File: src/rtl/stoif_map.svh
`ifndef STOIF_MAP_SVH
`define STOIF_MAP_SVH

// Register offsets (byte addresses)
`define STOIF_REG_CTRL 8'h00
`define STOIF_REG_STAT 8'h04
`define STOIF_REG_IRQ_STAT 8'h08
`define STOIF_REG_IRQ_CLR 8'h0C
`define STOIF_REG_IRQ_EN 8'h10
`define STOIF_REG_ADDR 8'h14
`define STOIF_REG_DIAG 8'h18
`define STOIF_REG_FRAME_IN 8'h1C
`define STOIF_REG_FRAME_OUT 8'h20
`define STOIF_REG_LOCAL_IN 8'h24

// CTRL fields
`define STOIF_CTRL_APP_LOADED 0
`define STOIF_CTRL_PATH1 1
`define STOIF_CTRL_PATH2 2
`define STOIF_CTRL_ERR_ACK 3
`define STOIF_CTRL_STAGE 4
`define STOIF_CTRL_GROUP_ERR 5

// Frame layout
`define STOIF_FRAME_BYTES 7
`define STOIF_USAGE_BYTES 2
`define STOIF_FRAME_W 56
`define STOIF_USAGE_W 16

// Diagnostics
`define STOIF_DIAG_N 16
`define STOIF_DIAG_BASE 16'hD300
`define STOIF_DIAG_DEPTH 8

// Reset values
`define STOIF_SAFE_ADDR_RST 16'h0001
`define STOIF_CTRL_RST 32'h0000_0000

// Interrupt bits
`define STOIF_IRQ_DIAG 0
`define STOIF_IRQ_PATH_ERR 1
`define STOIF_IRQ_TO_REQ 2

`endif

File: src/rtl/stoif_pkg.sv
package stoif_pkg;
    typedef struct packed {
        logic [7:0] addr;
        logic [31:0] wdata;
        logic wr;
        logic rd;
    } stoif_bus_req_t;

    typedef struct packed {
        logic path_one;
        logic path_two;
        logic err_ack;
        logic stage;
        logic group_err;
    } stoif_local_out_t;

    typedef enum logic [1:0] {
        STOIF_IDLE,
        STOIF_SAFE,
        STOIF_RUN
    } stoif_state_t;
endpackage : stoif_pkg

File: src/rtl/stoif_diag_log.sv
`timescale 1ns/1ps
`include "stoif_map.svh"
module stoif_diag_log
(
    input wire logic sys_clk,
    input wire logic rst,
    input wire logic [15:0] trig,
    output logic [15:0] edge_seen,
    output logic [15:0] last_code,
    output logic [7:0] count
);
    logic [15:0] prev_q;
    logic [15:0] prev_d;
    logic [15:0] code_q;
    logic [15:0] code_d;
    logic [7:0] cnt_q;
    logic [7:0] cnt_d;
    logic [15:0] fall;

    // Per-trigger falling edge against the previous cycle
    genvar g;
    generate
        for (g = 0; g < `STOIF_DIAG_N; g = g + 1)
        begin : g_fall
            assign fall[g] = prev_q[g] & ~trig[g];
        end
    endgenerate

    always_comb
    begin
        prev_d = trig;
        code_d = code_q;
        cnt_d = cnt_q;
        // Simultaneous falls: lowest trigger's code wins, count still adds one
        for (int i = `STOIF_DIAG_N - 1; i >= 0; i--)
        begin
            if (fall[i])
            begin
                code_d = `STOIF_DIAG_BASE + 16'(i);
            end
        end
        if (|fall)
        begin
            cnt_d = cnt_q + 8'h01;
        end
    end

    always_ff @(posedge sys_clk)
    begin
        if (rst)
        begin
            prev_q <= 16'h0000;
            code_q <= 16'h0000;
            cnt_q <= 8'h00;
        end
        else
        begin
            prev_q <= prev_d;
            code_q <= code_d;
            cnt_q <= cnt_d;
        end
    end

    assign edge_seen = fall;
    assign last_code = code_q;
    assign count = cnt_q;

    AST_DIAG_CODE: assert property (@(posedge sys_clk) disable iff (rst)
        fall[0] |=> code_q == 16'hD300)
        else $error("first trigger code wrong");
    AST_DIAG_LAST: assert property (@(posedge sys_clk) disable iff (rst)
        (fall == 16'h8000) |=> code_q == 16'hD30F)
        else $error("last trigger code wrong");
    AST_DIAG_EDGE: assert property (@(posedge sys_clk) disable iff (rst)
        $fell(trig[3]) |-> fall[3])
        else $error("falling edge missed");
endmodule : stoif_diag_log

File: src/rtl/stoif_top.sv
// Notes on behaviour
// - Torque-off request true keeps outputs enabled; false forces safe state.
// - Status bit to drive: true enabled, false torque-off safe state.
// - Input frame is 7 bytes with 2 bytes usage data.
// - Output frame is 7 bytes with 2 bytes usage data.
// - Safe node address resets to 1.
// - No safety application loaded holds both switch-off paths and the output stage off.
// - Error flag true when either switch-off path reports an error.
// - Axis-state flag true while the axis is enabled.
// - Run and error-ack requests from drive word passed as local inputs.
// - Two independent bits each enable their own switch-off path.
// - Acknowledge bit clears an error latched in the switch-off paths.
// - Output-stage enable bit enables drive power stage when true.
// - Group error bit reported to drive firmware.
// - Falling trigger edge logs one code; first trigger logs 0xD300.
// - Sixteen triggers; last logs 0xD30F.
`timescale 1ns/1ps
`include "stoif_map.svh"
module stoif_top
(
    input wire logic sys_clk,
    input wire logic rst,
    input wire logic [7:0] reg_addr,
    input wire logic [31:0] reg_wdata,
    input wire logic reg_wr,
    input wire logic reg_rd,
    output logic [31:0] reg_rdata,
    input wire logic [55:0] frame_in,
    output logic [55:0] frame_out,
    input wire logic path_one_fault,
    input wire logic path_two_fault,
    input wire logic drive_run_request,
    input wire logic drive_error_ack_request,
    input wire logic [15:0] drive_cmd,
    output logic switch_off_path_one_enable,
    output logic switch_off_path_two_enable,
    output logic path_error_acknowledge,
    output logic output_stage_enable,
    output logic group_error_to_drive,
    output logic torque_off_status_to_drive,
    output logic path_error_flag,
    output logic axis_enabled_flag,
    output logic irq
);
    stoif_pkg::stoif_bus_req_t bus;
    stoif_pkg::stoif_local_out_t lo_q;
    stoif_pkg::stoif_local_out_t lo_d;
    stoif_pkg::stoif_state_t st_q;
    stoif_pkg::stoif_state_t st_d;
    logic [5:0] ctrl_q;
    logic [5:0] ctrl_d;
    logic [15:0] addr_q;
    logic [15:0] addr_d;
    logic [2:0] ist_q;
    logic [2:0] ist_d;
    logic [2:0] ien_q;
    logic [2:0] ien_d;
    logic err_q;
    logic err_d;
    logic req_prev_q;
    logic [31:0] rdata_q;
    logic [31:0] rdata_d;
    logic [55:0] fout_q;
    logic [55:0] fout_d;
    logic torque_off_request;
    logic [15:0] diag_edges;
    logic [15:0] diag_code;
    logic [7:0] diag_count;
    logic [2:0] events;

    assign bus = '{addr: reg_addr, wdata: reg_wdata, wr: reg_wr, rd: reg_rd};

    // Usage data sits in the low two bytes; the rest is protocol overhead
    assign torque_off_request = frame_in[0];

    // Diagnostic triggers take all sixteen bits of drive_cmd
    stoif_diag_log u_diag
    (
        .sys_clk(sys_clk),
        .rst(rst),
        .trig(drive_cmd),
        .edge_seen(diag_edges),
        .last_code(diag_code),
        .count(diag_count)
    );

    // Safety state: safe unless an application is loaded, STO is lifted and no path error is latched
    always_comb
    begin
        st_d = st_q;
        unique case (st_q)
            stoif_pkg::STOIF_IDLE:
            begin
                if (ctrl_q[`STOIF_CTRL_APP_LOADED])
                begin
                    st_d = stoif_pkg::STOIF_SAFE;
                end
            end
            stoif_pkg::STOIF_SAFE:
            begin
                if (!ctrl_q[`STOIF_CTRL_APP_LOADED])
                begin
                    st_d = stoif_pkg::STOIF_IDLE;
                end
                else if (torque_off_request && !err_q)
                begin
                    st_d = stoif_pkg::STOIF_RUN;
                end
            end
            stoif_pkg::STOIF_RUN:
            begin
                if (!ctrl_q[`STOIF_CTRL_APP_LOADED])
                begin
                    st_d = stoif_pkg::STOIF_IDLE;
                end
                else if (!torque_off_request || err_q)
                begin
                    st_d = stoif_pkg::STOIF_SAFE;
                end
            end
            default:
            begin
                st_d = stoif_pkg::STOIF_IDLE;
            end
        endcase
    end

    // Latched path error; a new fault beats the acknowledge
    always_comb
    begin
        err_d = err_q;
        if (lo_q.err_ack)
        begin
            err_d = 1'b0;
        end
        if (path_one_fault || path_two_fault)
        begin
            err_d = 1'b1;
        end
    end

    // Path and stage outputs only pass while running, so safe state overrides software
    // The load bit gates them too: the state lags it by a cycle, and an
    // unloaded application must not leave a path or the stage on meanwhile
    always_comb
    begin
        lo_d.path_one = (st_q == stoif_pkg::STOIF_RUN)
            && ctrl_q[`STOIF_CTRL_APP_LOADED]
            && ctrl_q[`STOIF_CTRL_PATH1];
        lo_d.path_two = (st_q == stoif_pkg::STOIF_RUN)
            && ctrl_q[`STOIF_CTRL_APP_LOADED]
            && ctrl_q[`STOIF_CTRL_PATH2];
        lo_d.err_ack = ctrl_q[`STOIF_CTRL_ERR_ACK];
        lo_d.stage = (st_q == stoif_pkg::STOIF_RUN)
            && ctrl_q[`STOIF_CTRL_APP_LOADED]
            && ctrl_q[`STOIF_CTRL_STAGE];
        lo_d.group_err = ctrl_q[`STOIF_CTRL_GROUP_ERR] || err_q;
    end

    // Output frame: byte 0 bit 0 reports torque-off state
    always_comb
    begin
        fout_d = 56'h00_0000_0000_0000;
        fout_d[0] = (st_q == stoif_pkg::STOIF_RUN);
    end

    assign events[`STOIF_IRQ_DIAG] = |diag_edges;
    assign events[`STOIF_IRQ_PATH_ERR] = err_d & ~err_q;
    assign events[`STOIF_IRQ_TO_REQ] = req_prev_q & ~torque_off_request;

    // Register writes; error-ack bit self-clears so it acts as a pulse
    always_comb
    begin
        ctrl_d = ctrl_q;
        ctrl_d[`STOIF_CTRL_ERR_ACK] = 1'b0;
        addr_d = addr_q;
        ien_d = ien_q;
        ist_d = ist_q;
        if (bus.wr)
        begin
            unique case (bus.addr)
                `STOIF_REG_CTRL: ctrl_d = bus.wdata[5:0];
                `STOIF_REG_IRQ_CLR: ist_d = ist_q & ~bus.wdata[2:0];
                `STOIF_REG_IRQ_EN: ien_d = bus.wdata[2:0];
                `STOIF_REG_ADDR: addr_d = bus.wdata[15:0];
                default: ist_d = ist_q;
            endcase
        end
        ist_d = ist_d | events;
    end

    // Read mux; unmapped addresses read zero
    always_comb
    begin
        rdata_d = 32'h0000_0000;
        if (bus.rd)
        begin
            unique case (bus.addr)
                `STOIF_REG_CTRL: rdata_d = {26'h000_0000, ctrl_q};
                `STOIF_REG_STAT: rdata_d = {24'h00_0000, diag_count[3:0],
                    err_q, axis_enabled_flag, st_q};
                `STOIF_REG_IRQ_STAT: rdata_d = {29'h0000_0000, ist_q};
                `STOIF_REG_IRQ_EN: rdata_d = {29'h0000_0000, ien_q};
                `STOIF_REG_ADDR: rdata_d = {16'h0000, addr_q};
                `STOIF_REG_DIAG: rdata_d = {diag_count, 8'h00, diag_code};
                `STOIF_REG_FRAME_IN: rdata_d = {16'h0000,
                    frame_in[`STOIF_USAGE_W-1:0]};
                `STOIF_REG_FRAME_OUT: rdata_d = {16'h0000,
                    fout_q[`STOIF_USAGE_W-1:0]};
                `STOIF_REG_LOCAL_IN: rdata_d = {28'h000_0000,
                    drive_error_ack_request, drive_run_request,
                    axis_enabled_flag, path_error_flag};
                default: rdata_d = 32'h0000_0000;
            endcase
        end
    end

    always_ff @(posedge sys_clk)
    begin
        if (rst)
        begin
            st_q <= stoif_pkg::STOIF_IDLE;
            ctrl_q <= 6'h00;
            addr_q <= `STOIF_SAFE_ADDR_RST;
            ist_q <= 3'h0;
            ien_q <= 3'h0;
            err_q <= 1'b0;
            req_prev_q <= 1'b0;
            lo_q <= '0;
            rdata_q <= 32'h0000_0000;
            fout_q <= 56'h00_0000_0000_0000;
        end
        else
        begin
            st_q <= st_d;
            ctrl_q <= ctrl_d;
            addr_q <= addr_d;
            ist_q <= ist_d;
            ien_q <= ien_d;
            err_q <= err_d;
            req_prev_q <= torque_off_request;
            lo_q <= lo_d;
            rdata_q <= rdata_d;
            fout_q <= fout_d;
        end
    end

    assign switch_off_path_one_enable = lo_q.path_one;
    assign switch_off_path_two_enable = lo_q.path_two;
    assign path_error_acknowledge = lo_q.err_ack;
    assign output_stage_enable = lo_q.stage;
    assign group_error_to_drive = lo_q.group_err;
    assign torque_off_status_to_drive = fout_q[0];
    assign path_error_flag = err_q;
    assign axis_enabled_flag = (st_q == stoif_pkg::STOIF_RUN);
    assign frame_out = fout_q;
    assign reg_rdata = rdata_q;
    assign irq = |(ist_q & ien_q);

    AST_SAFE_OFF: assert property (@(posedge sys_clk) disable iff (rst)
        !torque_off_request |-> ##2 !switch_off_path_one_enable
        && !switch_off_path_two_enable)
        else $error("paths not off after torque-off");
    AST_RUN_REQ: assert property (@(posedge sys_clk) disable iff (rst)
        axis_enabled_flag |-> $past(torque_off_request))
        else $error("running without torque-off request");
    AST_STATUS: assert property (@(posedge sys_clk) disable iff (rst)
        torque_off_status_to_drive == $past(axis_enabled_flag))
        else $error("status bit mismatch");
    AST_ADDR_RST: assert property (@(posedge sys_clk)
        $fell(rst) |-> addr_q == 16'h0001)
        else $error("safe address not one");
    AST_NO_APP: assert property (@(posedge sys_clk) disable iff (rst)
        !ctrl_q[0] [*2] |-> !output_stage_enable && !axis_enabled_flag)
        else $error("outputs on without application");
    AST_STAGE_APP: assert property (@(posedge sys_clk) disable iff (rst)
        output_stage_enable |-> $past(ctrl_q[`STOIF_CTRL_APP_LOADED]))
        else $error("stage enabled without application");
    AST_ERR_SET: assert property (@(posedge sys_clk) disable iff (rst)
        (path_one_fault || path_two_fault) |=> path_error_flag)
        else $error("path error not flagged");
    AST_ERR_SAFE: assert property (@(posedge sys_clk) disable iff (rst)
        path_error_flag |=> !axis_enabled_flag)
        else $error("axis still enabled with path error");
    AST_PATHS_RUN: assert property (@(posedge sys_clk) disable iff (rst)
        switch_off_path_one_enable || switch_off_path_two_enable
        |-> $past(axis_enabled_flag))
        else $error("switch-off path enabled outside run");
    AST_ERR_ACK: assert property (@(posedge sys_clk) disable iff (rst)
        path_error_acknowledge && !path_one_fault && !path_two_fault
        |=> !path_error_flag)
        else $error("acknowledge did not clear error");
    AST_GROUP: assert property (@(posedge sys_clk) disable iff (rst)
        path_error_flag |=> group_error_to_drive)
        else $error("group error missing");
    AST_STAGE: assert property (@(posedge sys_clk) disable iff (rst)
        output_stage_enable |-> $past(axis_enabled_flag))
        else $error("stage enabled outside run");
    AST_IRQ: assert property (@(posedge sys_clk) disable iff (rst)
        path_error_flag && !$past(path_error_flag) && ien_q[1] |-> irq)
        else $error("interrupt missing");
endmodule : stoif_top

File: config.mk
export PLATFORM = sky130hd
export DESIGN_NAME = stoif_top
export DESIGN_NICKNAME = d
export VERILOG_FILES = /design/src/rtl/stoif_pkg.sv /design/src/rtl/stoif_diag_log.sv /design/src/rtl/stoif_top.sv
export VERILOG_INCLUDE_DIRS = /design/src /design/src/rtl
export SDC_FILE = /design/constraint.sdc
export NUM_CORES = 1
export LEC_CHECK = 0
export ABC_CLOCK_PERIOD_IN_PS = 2500
export BUFFER_PORTS_ARGS = -buffer_cell sky130_fd_sc_hd__buf_4
export CORE_MARGIN = 5
export CORE_UTILIZATION = 40
export DETAILED_ROUTE_END_ITERATION = 8
export GPL_TIMING_DRIVEN = 0
export PLACE_DENSITY = 0.78
export SLEW_MARGIN = 15
export SYNTH_ARGS = -nofsm -noshare
export SYNTH_HDL_FRONTEND = slang
export SYNTH_HIERARCHICAL = 1
export SYNTH_SLANG_ARGS = --single-unit
export TNS_END_PERCENT = 1
File: constraint.sdc
create_clock -name sys_clk -period 2.5 [get_ports sys_clk]
set_input_delay 0.125 -clock sys_clk [delete_from_list [all_inputs] [get_ports sys_clk]]
set_output_delay 0.125 -clock sys_clk [all_outputs]
set_load 0.01 [all_outputs]
# Word level (Yosys, flattened, before mapping)
# Index checks and enable logic that the tools add are counted.
dict set report op_classes {
  addsub 1
  eq_ne 14
  n_mux 27
  bitwise_logic 43
  reduce_logical 29
}
# op count
set op_table {}
lappend op_table {{$pmux 32 s9} 1}
lappend op_table {{$mux 16} 16}
lappend op_table {{$eq 8x5->1 const B} 4}
lappend op_table {{$not 1->1} 21}
lappend op_table {{$and 1x1->1} 18}
lappend op_table {{$eq 8x4->1 const B} 2}
lappend op_table {{$eq 8x6->1 const B} 2}
lappend op_table {{$reduce_bool 16->1} 1}
lappend op_table {{$reduce_or 16->1} 1}
lappend op_table {{$reduce_bool 15->1} 1}
lappend op_table {{$reduce_bool 14->1} 1}
lappend op_table {{$reduce_bool 12->1} 1}
lappend op_table {{$mux 2} 5}
lappend op_table {{$reduce_or 3->1} 3}
lappend op_table {{$reduce_or 9->1} 1}
lappend op_table {{$add 8x1->8 const B} 1}
lappend op_table {{$eq 8x3->1 const B} 1}
lappend op_table {{$logic_not 8->1} 1}
lappend op_table {{$reduce_bool 8->1} 1}
lappend op_table {{$and 3x3->3} 2}
lappend op_table {{$mux 3} 2}
lappend op_table {{$pmux 2 s3} 1}
lappend op_table {{$reduce_and 2->1} 3}
lappend op_table {{$logic_and 1x1->1} 5}
lappend op_table {{14 further kinds} 19}
dict set report word_totals {
  ff_bits 158
  out_inout_bits 97
  elab_cells 137
}

# Logic depth before layout (Yosys ltp)
# Gate-level depths: netlist of the first run.
dict set report logic_depth {
  ltp_word 18
  ltp_mapped 8
  mapped_depth_nobuf 7
}

# Hierarchy
# Netlist of the first run, hierarchy kept.
# mod n_inst cells_per_inst area_per_inst_um2 seq_area_each_um2
set by_module_without_submodules {}
lappend by_module_without_submodules {stoif_top 1 366 3334.4 1241.2}
lappend by_module_without_submodules {stoif_diag_log 1 148 1383.8 580.6}

# Worst setup path before layout of the first run
# No wires, ideal clock.
dict set report synth_path {
  path_type {flip-flop to flip-flop}
  startpoint {reg u_diag.prev_q[5]}
  endpoint {reg u_diag.cnt_q[1], in the netlist u_diag/count[1]}
  arrival_ns 1.383
  t_required_ns 2.372
  path_slack_ns 0.989
  stages_incl_launch_ff 8
  period_less_slack_ns 1.511
  path_cell_list {dfxtp_1 -> nor2b_2 -> nor4_4 -> nand4_2 -> buf_6 -> nor2_4 -> mux2i_1 -> nor2_1}
}
dict set report synth_via {
  elab_chain_cells 2
}
# element line_no
set synth_lines {}
lappend synth_lines {{from (decl)} stoif_diag_log.sv:12} ;# logic [15:0] prev_q;
lappend synth_lines {{from (signal assigned)} stoif_diag_log.sv:58} ;# prev_q <= prev_d;
lappend synth_lines {{$and 1x1->1} stoif_diag_log.sv:25} ;# assign fall[g] = prev_q[g] & ~trig[g];
lappend synth_lines {{via diag_edges[5]} stoif_top.sv:66} ;# logic [15:0] diag_edges;
lappend synth_lines {{$reduce_or 16->1} stoif_diag_log.sv:42} ;# if (|fall)
lappend synth_lines {{to (signal assigned)} stoif_diag_log.sv:60} ;# cnt_q <= cnt_d;
lappend synth_lines {{to (decl)} stoif_diag_log.sv:16} ;# logic [7:0] cnt_q;
# The timed path passes the listed nets, and every way through them passes these cells.
# A chain may end at the register's enable or synchronous reset.

# Final worst setup path of the first run
dict set report layout_path {
  startpoint {in drive_cmd[9]}
  endpoint {reg u_diag.cnt_q[3], in the netlist u_diag/count[3]}
}
dict set report layout_via {
  elab_chain_cells 3
}
# element line_no
set layout_lines {}
lappend layout_lines {{from (decl)} stoif_top.sv:34} ;# input wire logic [15:0] drive_cmd,
lappend layout_lines {{$not 1->1} stoif_diag_log.sv:25}
lappend layout_lines {{$and 1x1->1} stoif_diag_log.sv:25}
lappend layout_lines {{via diag_edges[9]} stoif_top.sv:66}
lappend layout_lines {{$reduce_or 16->1} stoif_diag_log.sv:42}
# The timed path passes the listed nets, and every way through them passes these cells.

==> qor.csv, run 1 <==
metric,value,unit
Routability Congestion,0.8582,
routed length on met2,5.676,mm
cell count after synthesis,514,
skew final,0.007167,ns
first-pass GRT wire length,19.22,mm
io pins,217,
Fill cells,1093,
Slew headroom,0.5423,
final antenna-violating net count,0,
combinational share of power,0.147,
DR vias/cell,4.695,
reg2reg start,u_diag/prev_q[12],
number of antenna violations at the first check in global routing,0,
Synth area leaders,"dfxtp_1, buf_4, nor2b_1",
Clock power frac,0.380,
largest net degree at the start of global routing,14,
initial DRC count,239,
final hold violation count,0,
required time worst endpoint,2.71,ns
critical path type,in2reg,
CP max stage cell,dlygate4sd3_1,
setup TNS,0,ns
"Cell Area, Synth",0.004718,mm2
die span in y,118.6,um
via count,3944,
number of max-cap violations,0,
wire per inst,14.31,um
met3 WL,781,um
top cell type's share of synthesized area,0.3861,
Leakage,0.002812,uW
NumNets Final,814,
Die Width,118.6,um
crit-path cells,dlygate4sd3_1 -> buf_4 -> nand2b_1 -> inv_1 -> nor4_4 -> nand4_2 -> buf_6 -> o21bai_2 -> xor2_1 -> nor2_1,
Core Footprint,0.01147,mm2
CP endpoint,u_diag/count[3],
die area,0.01407,mm2
library cells used by synthesis,70,
Async SR Flop Fraction,0,
fmax,542.3,MHz
vias in the first global route,3875,
Post-synth EDFFs,0,
final wirelength,12.02,mm
most frequent cell after synthesis,dfxtp_1,
R2R cell count,7,
capturing element type of the critical path,flip-flop,
Final Cycle Share,0.7376,
run status,finished clean,
RR Endpoint,u_diag/count[3],
post-cts sizing count,0,
TritonRoute pass-1 iters,4,
RSZ-0062 raised after global routing,no,
VDD IR max,0.4225,mV
Crit Path Max Fanout,10,
Main synth FF type,dfxtp_1,
Crit. Startpoint,drive_cmd[9],
setup violators final,0,
Yosys reg bits,91,
CTS max path bufs,2,
CP max stage delay,0.53,ns
Switching Fraction,0.2461,
synth cell count leaders,"dfxtp_1, buf_4, nor2_1",
Psw,790.4,uW
largest area contributor in the netlist,dfxtp_1,
fin. max-slew vios,0,
latest clock arrival within the worst-skew pair,0.34,ns
Ys Warns,6,
Worst setup SP type,input port,
Pint,2422,uW
layout cells sized above 1,0.3558,
Overflow after GRT,0,
clk root buf,clkbuf_16,
Initial Util,0.4115,
Total GRT Usage,0.1678,
worst slew pin tran,0.6866,ns
clock sinks,91,
H-tree level count,3,
post-route minimum period,1.844,ns
Post-Syn Area per Cell,9.180,um2
PwrDens,520.3,mW/mm2
"Seq/Total Area, Yosys",0.3861,
"Reg clk slew, reported paths",0.06,ns
# port buffers,97,
HP Class,in2reg,
ANT cells,0,
crit path DAT,2.05,ns
DR top layer,met4,
Sequential Power Share,0.473,
postcts setup bufs,0,
Std-Cell Rows,39,
Layout area overhead,30.84,%
TritonCTS clock tree,built,
DRC,0,
Metal-1 WL,5.351,mm
fin util,0.5384,
hpwl dp,9.711,mm
cts bufs inserted,9,
worst reg-to-reg setup slack,0.77,ns
==> metrics by stage <==
stage / instances / setup WS [ns] / hold WS, ns / area [um2] / total power (uW)
after floorplan: 582 / 0.9894 / 0.1966 / 4974 / 1850
after global placement: 822 / 0.6868 / 0.3457 / 5881 / 2000
after detailed placement: 822 / 0.6475 / 0.3508 / 5881 / 2011
after CTS: 840 / 0.6816 / 0.001475 / 6173 / 3232
after global routing: 840 / 0.5333 / 0.006016 / 6173 / 3348
final: 840 / 0.6560 / 0.01112 / 6173 / 3212
==> state kept, by name (all words and copies together), names as in the netlist, 2 cells and up <==
register,count
reg_rdata,24
addr_q,16
u_diag/prev_q,16
u_diag/count,8
ctrl_q,6
u_diag/last_code,5
ien_q,3
ist_q,3
st_q,2
==> how the worst min path moves through the flow <==
stage | from | to | slack [ns] | cells past startpoint
finish | drive_cmd[14] | u_diag/prev_q[14] | 0.01 | 2
global route | drive_cmd[1] | u_diag/prev_q[1] | 0.006 | 2
CTS | drive_cmd[14] | u_diag/prev_q[14] | 0.001 | 2
detailed placement | drive_cmd[15] | u_diag/prev_q[15] | 0.35 | 2
global placement | drive_cmd[15] | u_diag/prev_q[15] | 0.35 | 2
floorplan | rst | u_diag/prev_q[14] | 0.20 | 1
==> area by class of cell <==
class | count | area, um2 | share of cell area
buffer | 96 | 689.4 | 0.1117
clock buffer | 13 | 250.2 | 0.04054
inverter | 13 | 48.80 | 0.007904
clock inverter | 2 | 12.51 | 0.002027
timing repair buffer | 100 | 758.2 | 0.1228
sequential | 91 | 1822 | 0.2951
multi-input combinational | 382 | 2414 | 0.3910
tap | 143 | 178.9 | 0.02898
==> layer usage <==
layer / track usage / up-vias
met5: 0 / -
met4: 0.06591 / 0
met3: 0.04059 / 17
met2: 0.2668 / 143
met1: 0.2194 / 1787
li1: - / 1997
==> logic make-up after synthesis <==
logic type	share of synthesized area
AND/OR/NAND/NOR	0.2525
buffers and inverters	0.1565
flip-flops	0.3861
AO/OA/AOI/OAI	0.1464
multiplexers	0.03925
XOR/XNOR	0.01299
adder cells (fa/ha/maj)	0.004773
other	0.001592
==> worst max-delay path, delay by kind of cell <==
kind | cells | cell delay (ns)
buffers and inverters | 4 | 0.95
AND/OR/NAND/NOR | 4 | 0.67
AO/OA/AOI/OAI | 1 | 0.16
XOR/XNOR | 1 | 0.15
==> power groups by stage <==
stage | registers (uW) | clock network, uW | logic [uW]
after global placement | 1550 | 0 | 450
after global routing | 1520 | 1310 | 515
after detailed placement | 1550 | 0 | 460
after CTS | 1520 | 1250 | 465
after floorplan | 1540 | 0 | 312
final | 1520 | 1220 | 472
==> timing repair <==
item / in CTS / in global routing
endpoints found under the setup margin: 0 / 0
hold buffers: 3 / 0
endpoints found under the hold margin: 3 / 0
==> layout by cell type (no fill, tap or decap), types with 4 or more instances in the layout <==
cell,n
a22oi_1,11
a31oi_1,4
mux2i_1,14
nand3_1,11
clkbuf_16,9
nor4_4,5
nor4_1,5
nand2_2,10
inv_1,12
nor3_1,6
nor2_1,44
a22o_1,12
buf_4,175
o21ai_0,5
conb_1,70
nand2b_1,7
a21oi_1,14
nor2b_1,30
and3_1,10
nor2b_2,5
buf_2,8
nand2_1,31
a21oi_2,10
clkbuf_1,10
xor2_1,6
dfxtp_1,91
a32oi_1,4
a211oi_1,4
and2_1,6
Power figures use the tool's default switching activity.
==> run 2, diff against run 1 <==
Settings changed: ABC_AREA set to 1, ABC_CLOCK_PERIOD_IN_PS 2500 to 1800.
Clock period 2.5 ns to 1.8 ns, I/O delays scaled along.
==> qor.csv, run 2 <==
metric,value,unit
grt met1 use,0.2082,
Worst setup SP type,input port,
skew final,0.01076,ns
register area,0.001822,mm2
Yosys reg bits,91,
HP Class,in2reg,
Final Cycle Share,0.8339,
fin. max-slew vios,0,
worst slew pin tran,0.5133,ns
Overflow after GRT,0,
Post-Syn Area per Cell,7.278,um2
worst reg-to-reg setup slack,0.40,ns
library cells used by synthesis,34,
die span in y,119.7,um
"Reg clk slew, reported paths",0.06,ns
largest net degree at the start of global routing,16,
ANT cells,0,
Main synth FF type,dfxtp_1,
Ys Warns,6,
largest area contributor in the netlist,dfxtp_1,
"most common cell after layout, fill and taps aside",buf_4,
crit path DAT,1.75,ns
DR vias/cell,4.460,
RR Endpoint,u_diag/last_code[0],
cell count after synthesis,661,
TritonCTS clock tree,built,
setup violators final,0,
CP max stage cell,dlygate4sd3_1,
CP bufs+invs,6,
first-pass GRT wire length,20.02,mm
fin cells,1015,
number of max-cap violations,0,
worst hold endpoint,u_diag/prev_q[6],
area occupied by multi-input gates,0.002293,mm2
NumNets Final,984,
# port buffers,97,
Leakage,0.003430,uW
cts bufs inserted,9,
Core Footprint,0.01191,mm2
clock sinks,91,
final antenna-violating net count,0,
Async SR Flop Fraction,0,
final hold violation count,0,
capturing element type of the critical path,flip-flop,
io pins,217,
latest clock arrival within the worst-skew pair,0.34,ns
TritonRoute pass-1 iters,5,
Die Width,119.7,um
hold-critical path depth,3,
GR Util met2,0.2938,
clk root buf,clkbuf_16,
Slew headroom,0.6565,
Synth area leaders,"dfxtp_1, buf_4, nand2_1",
synth cell count leaders,"nand2_1, nor2_1, dfxtp_1",
hpwl dp,9.350,mm
H-tree level count,3,
GR peak layer,met2,
Initial Util,0.4039,
CTS max path bufs,2,
"Seq/Total Area, Yosys",0.3787,
critical path type,in2reg,
most frequent cell after synthesis,nand2_1,
run status,finished clean,
crit-path cells,dlygate4sd3_1 -> buf_4 -> inv_1 -> nand2_2 -> nand2_2 -> inv_2 -> nand3_2 -> inv_2 -> nand3_2 -> nor2_2 -> nand2_2 -> buf_6 -> nand4_1 -> a21oi_1,
via count,4527,
final wirelength,12.31,mm
vias in the first global route,4389,
required time worst endpoint,2.05,ns
R2R cell count,15,
critical path's most frequent cell,nand2_2,
Crit Path Max Fanout,10,
CP max stage delay,0.54,ns
die area,0.01432,mm2
most frequent cells in the layout,"buf_4, nand2_1, nor2_1, dfxtp_1, conb_1",
Largest register FFs,24,
wire per inst,12.13,um
top cell type's share of synthesized area,0.3787,
reg2reg start,u_diag/prev_q[14],
fmax,666.2,MHz
setup TNS,0,ns
number of antenna violations at the first check in global routing,0,
post-route minimum period,1.501,ns
cell family with most CP delay,buffers and inverters,
hold wc startpoint,drive_cmd[6],
RSZ-0062 raised after global routing,no,
Layout area overhead,35.99,%
placed cells,973,
initial DRC count,316,
Total GRT Usage,0.1707,
Std-Cell Rows,40,
layout cells sized above 1,0.3065,
VDD IR max,0.4907,mV
Post-synth EDFFs,0,
PwrDens,713.5,mW/mm2
Routability Congestion,0.9249,
Power Total,4668,uW
postcts setup bufs,0,
Fill cells,1111,
routing usage on met3,0.04194,
DRC,0,
"Cell Area, Synth",0.004811,mm2
run 2: cell types whose count changed in the layout (fill, tap and decap cells not counted), sizes merged, moves of 12 or more:
cell | before | now
nand2 | 41 | 142
nor2 | 45 | 126
inv | 13 | 74
nand3 | 12 | 50
nor2b | 36 | 0
o21ai | 11 | 38
dlygate4sd3 | 3 | 26
mux2i | 14 | 0
a22o | 12 | 0
run 2: where the power goes:
| part | internal [uW] | switching (uW) | total (uW) |
|---|---|---|---|
| sequential | 2060 | 43.8 | 2110 |
| clock | 1110 | 800 | 1910 |
| combinational | 324 | 323 | 647 |
run 2: repair_timing:
| action | CTS | global route |
|---|---|---|
| endpoints found under the hold margin | 26 | 0 |
| hold buffers | 26 | 0 |
| gates resized for setup | 0 | 0 |
run 2: routing by layer:
metal  wire [um]  vias to the layer above
met5           0                        -
met2        6061                      188
met3         905                       25
met4         266                        0
met1        5075                     1992
li1            -                     2322
run 2: final cells by class:
type,count,area share
plain buffers,89,0.1023
clock buffers,10,0.03653
clock inverters,6,0.009945
inverters,75,0.04303
multi-input cells,474,0.3505
flip-flops and latches,91,0.2784
well taps,147,0.02811
repair buffers,123,0.1511
run 2: through the flow:
stage | hold WS, ns | setup WS, ns | area (um2) | util
after floorplan | 0.2011 | 0.5504 | 5066 | -
after global placement | 0.3028 | 0.3018 | 5978 | 0.5019
after detailed placement | 0.3113 | 0.2783 | 5978 | 0.5019
after CTS | 0.0002107 | 0.2913 | 6543 | 0.5493
after global routing | 0.01092 | 0.1442 | 6543 | 0.5493
final | 0.003870 | 0.2989 | 6543 | 0.5493
run 2: cell families after synthesis:
kind of cell | Yosys count | synth area share
xor+xnor | 2 | 0.003642
other cells | 2 | 0.001561
compound gates | 69 | 0.07438
simple gates | 332 | 0.3415
flops | 91 | 0.3787
buf+inv | 164 | 0.1977
fa+ha+maj | 1 | 0.002600
run 2: how the worst max path moves through the flow:
stage	startpoint	to	slack, ns	cells after the start
4_1_cts	drive_cmd[7]	u_diag/count[5]	0.29	14
2_1_floorplan	u_diag/prev_q[6]	u_diag/count[3]	0.55	11
6_report	drive_cmd[9]	u_diag/count[5]	0.30	14
5_1_grt	drive_cmd[7]	u_diag/count[5]	0.14	14
3_5_place_dp	rst	reg_rdata[14]	0.28	7
3_3_place_gp	rst	reg_rdata[14]	0.30	7
run 2: worst reg2reg max path, stage by stage (launching register included):
cell and delay, ns:
dfxtp_1 0.38, inv_1 0.06, nor2_1 0.13, nand2_1 0.08
nand2_1 0.06, nand2_1 0.04, nand2_1 0.06, nand2_1 0.05
nand2_1 0.06, nand2_1 0.05, nand2_1 0.06, nand2_1 0.05
nand2_1 0.05, nand2_1 0.05, nand2_1 0.06, a21oi_1 0.05
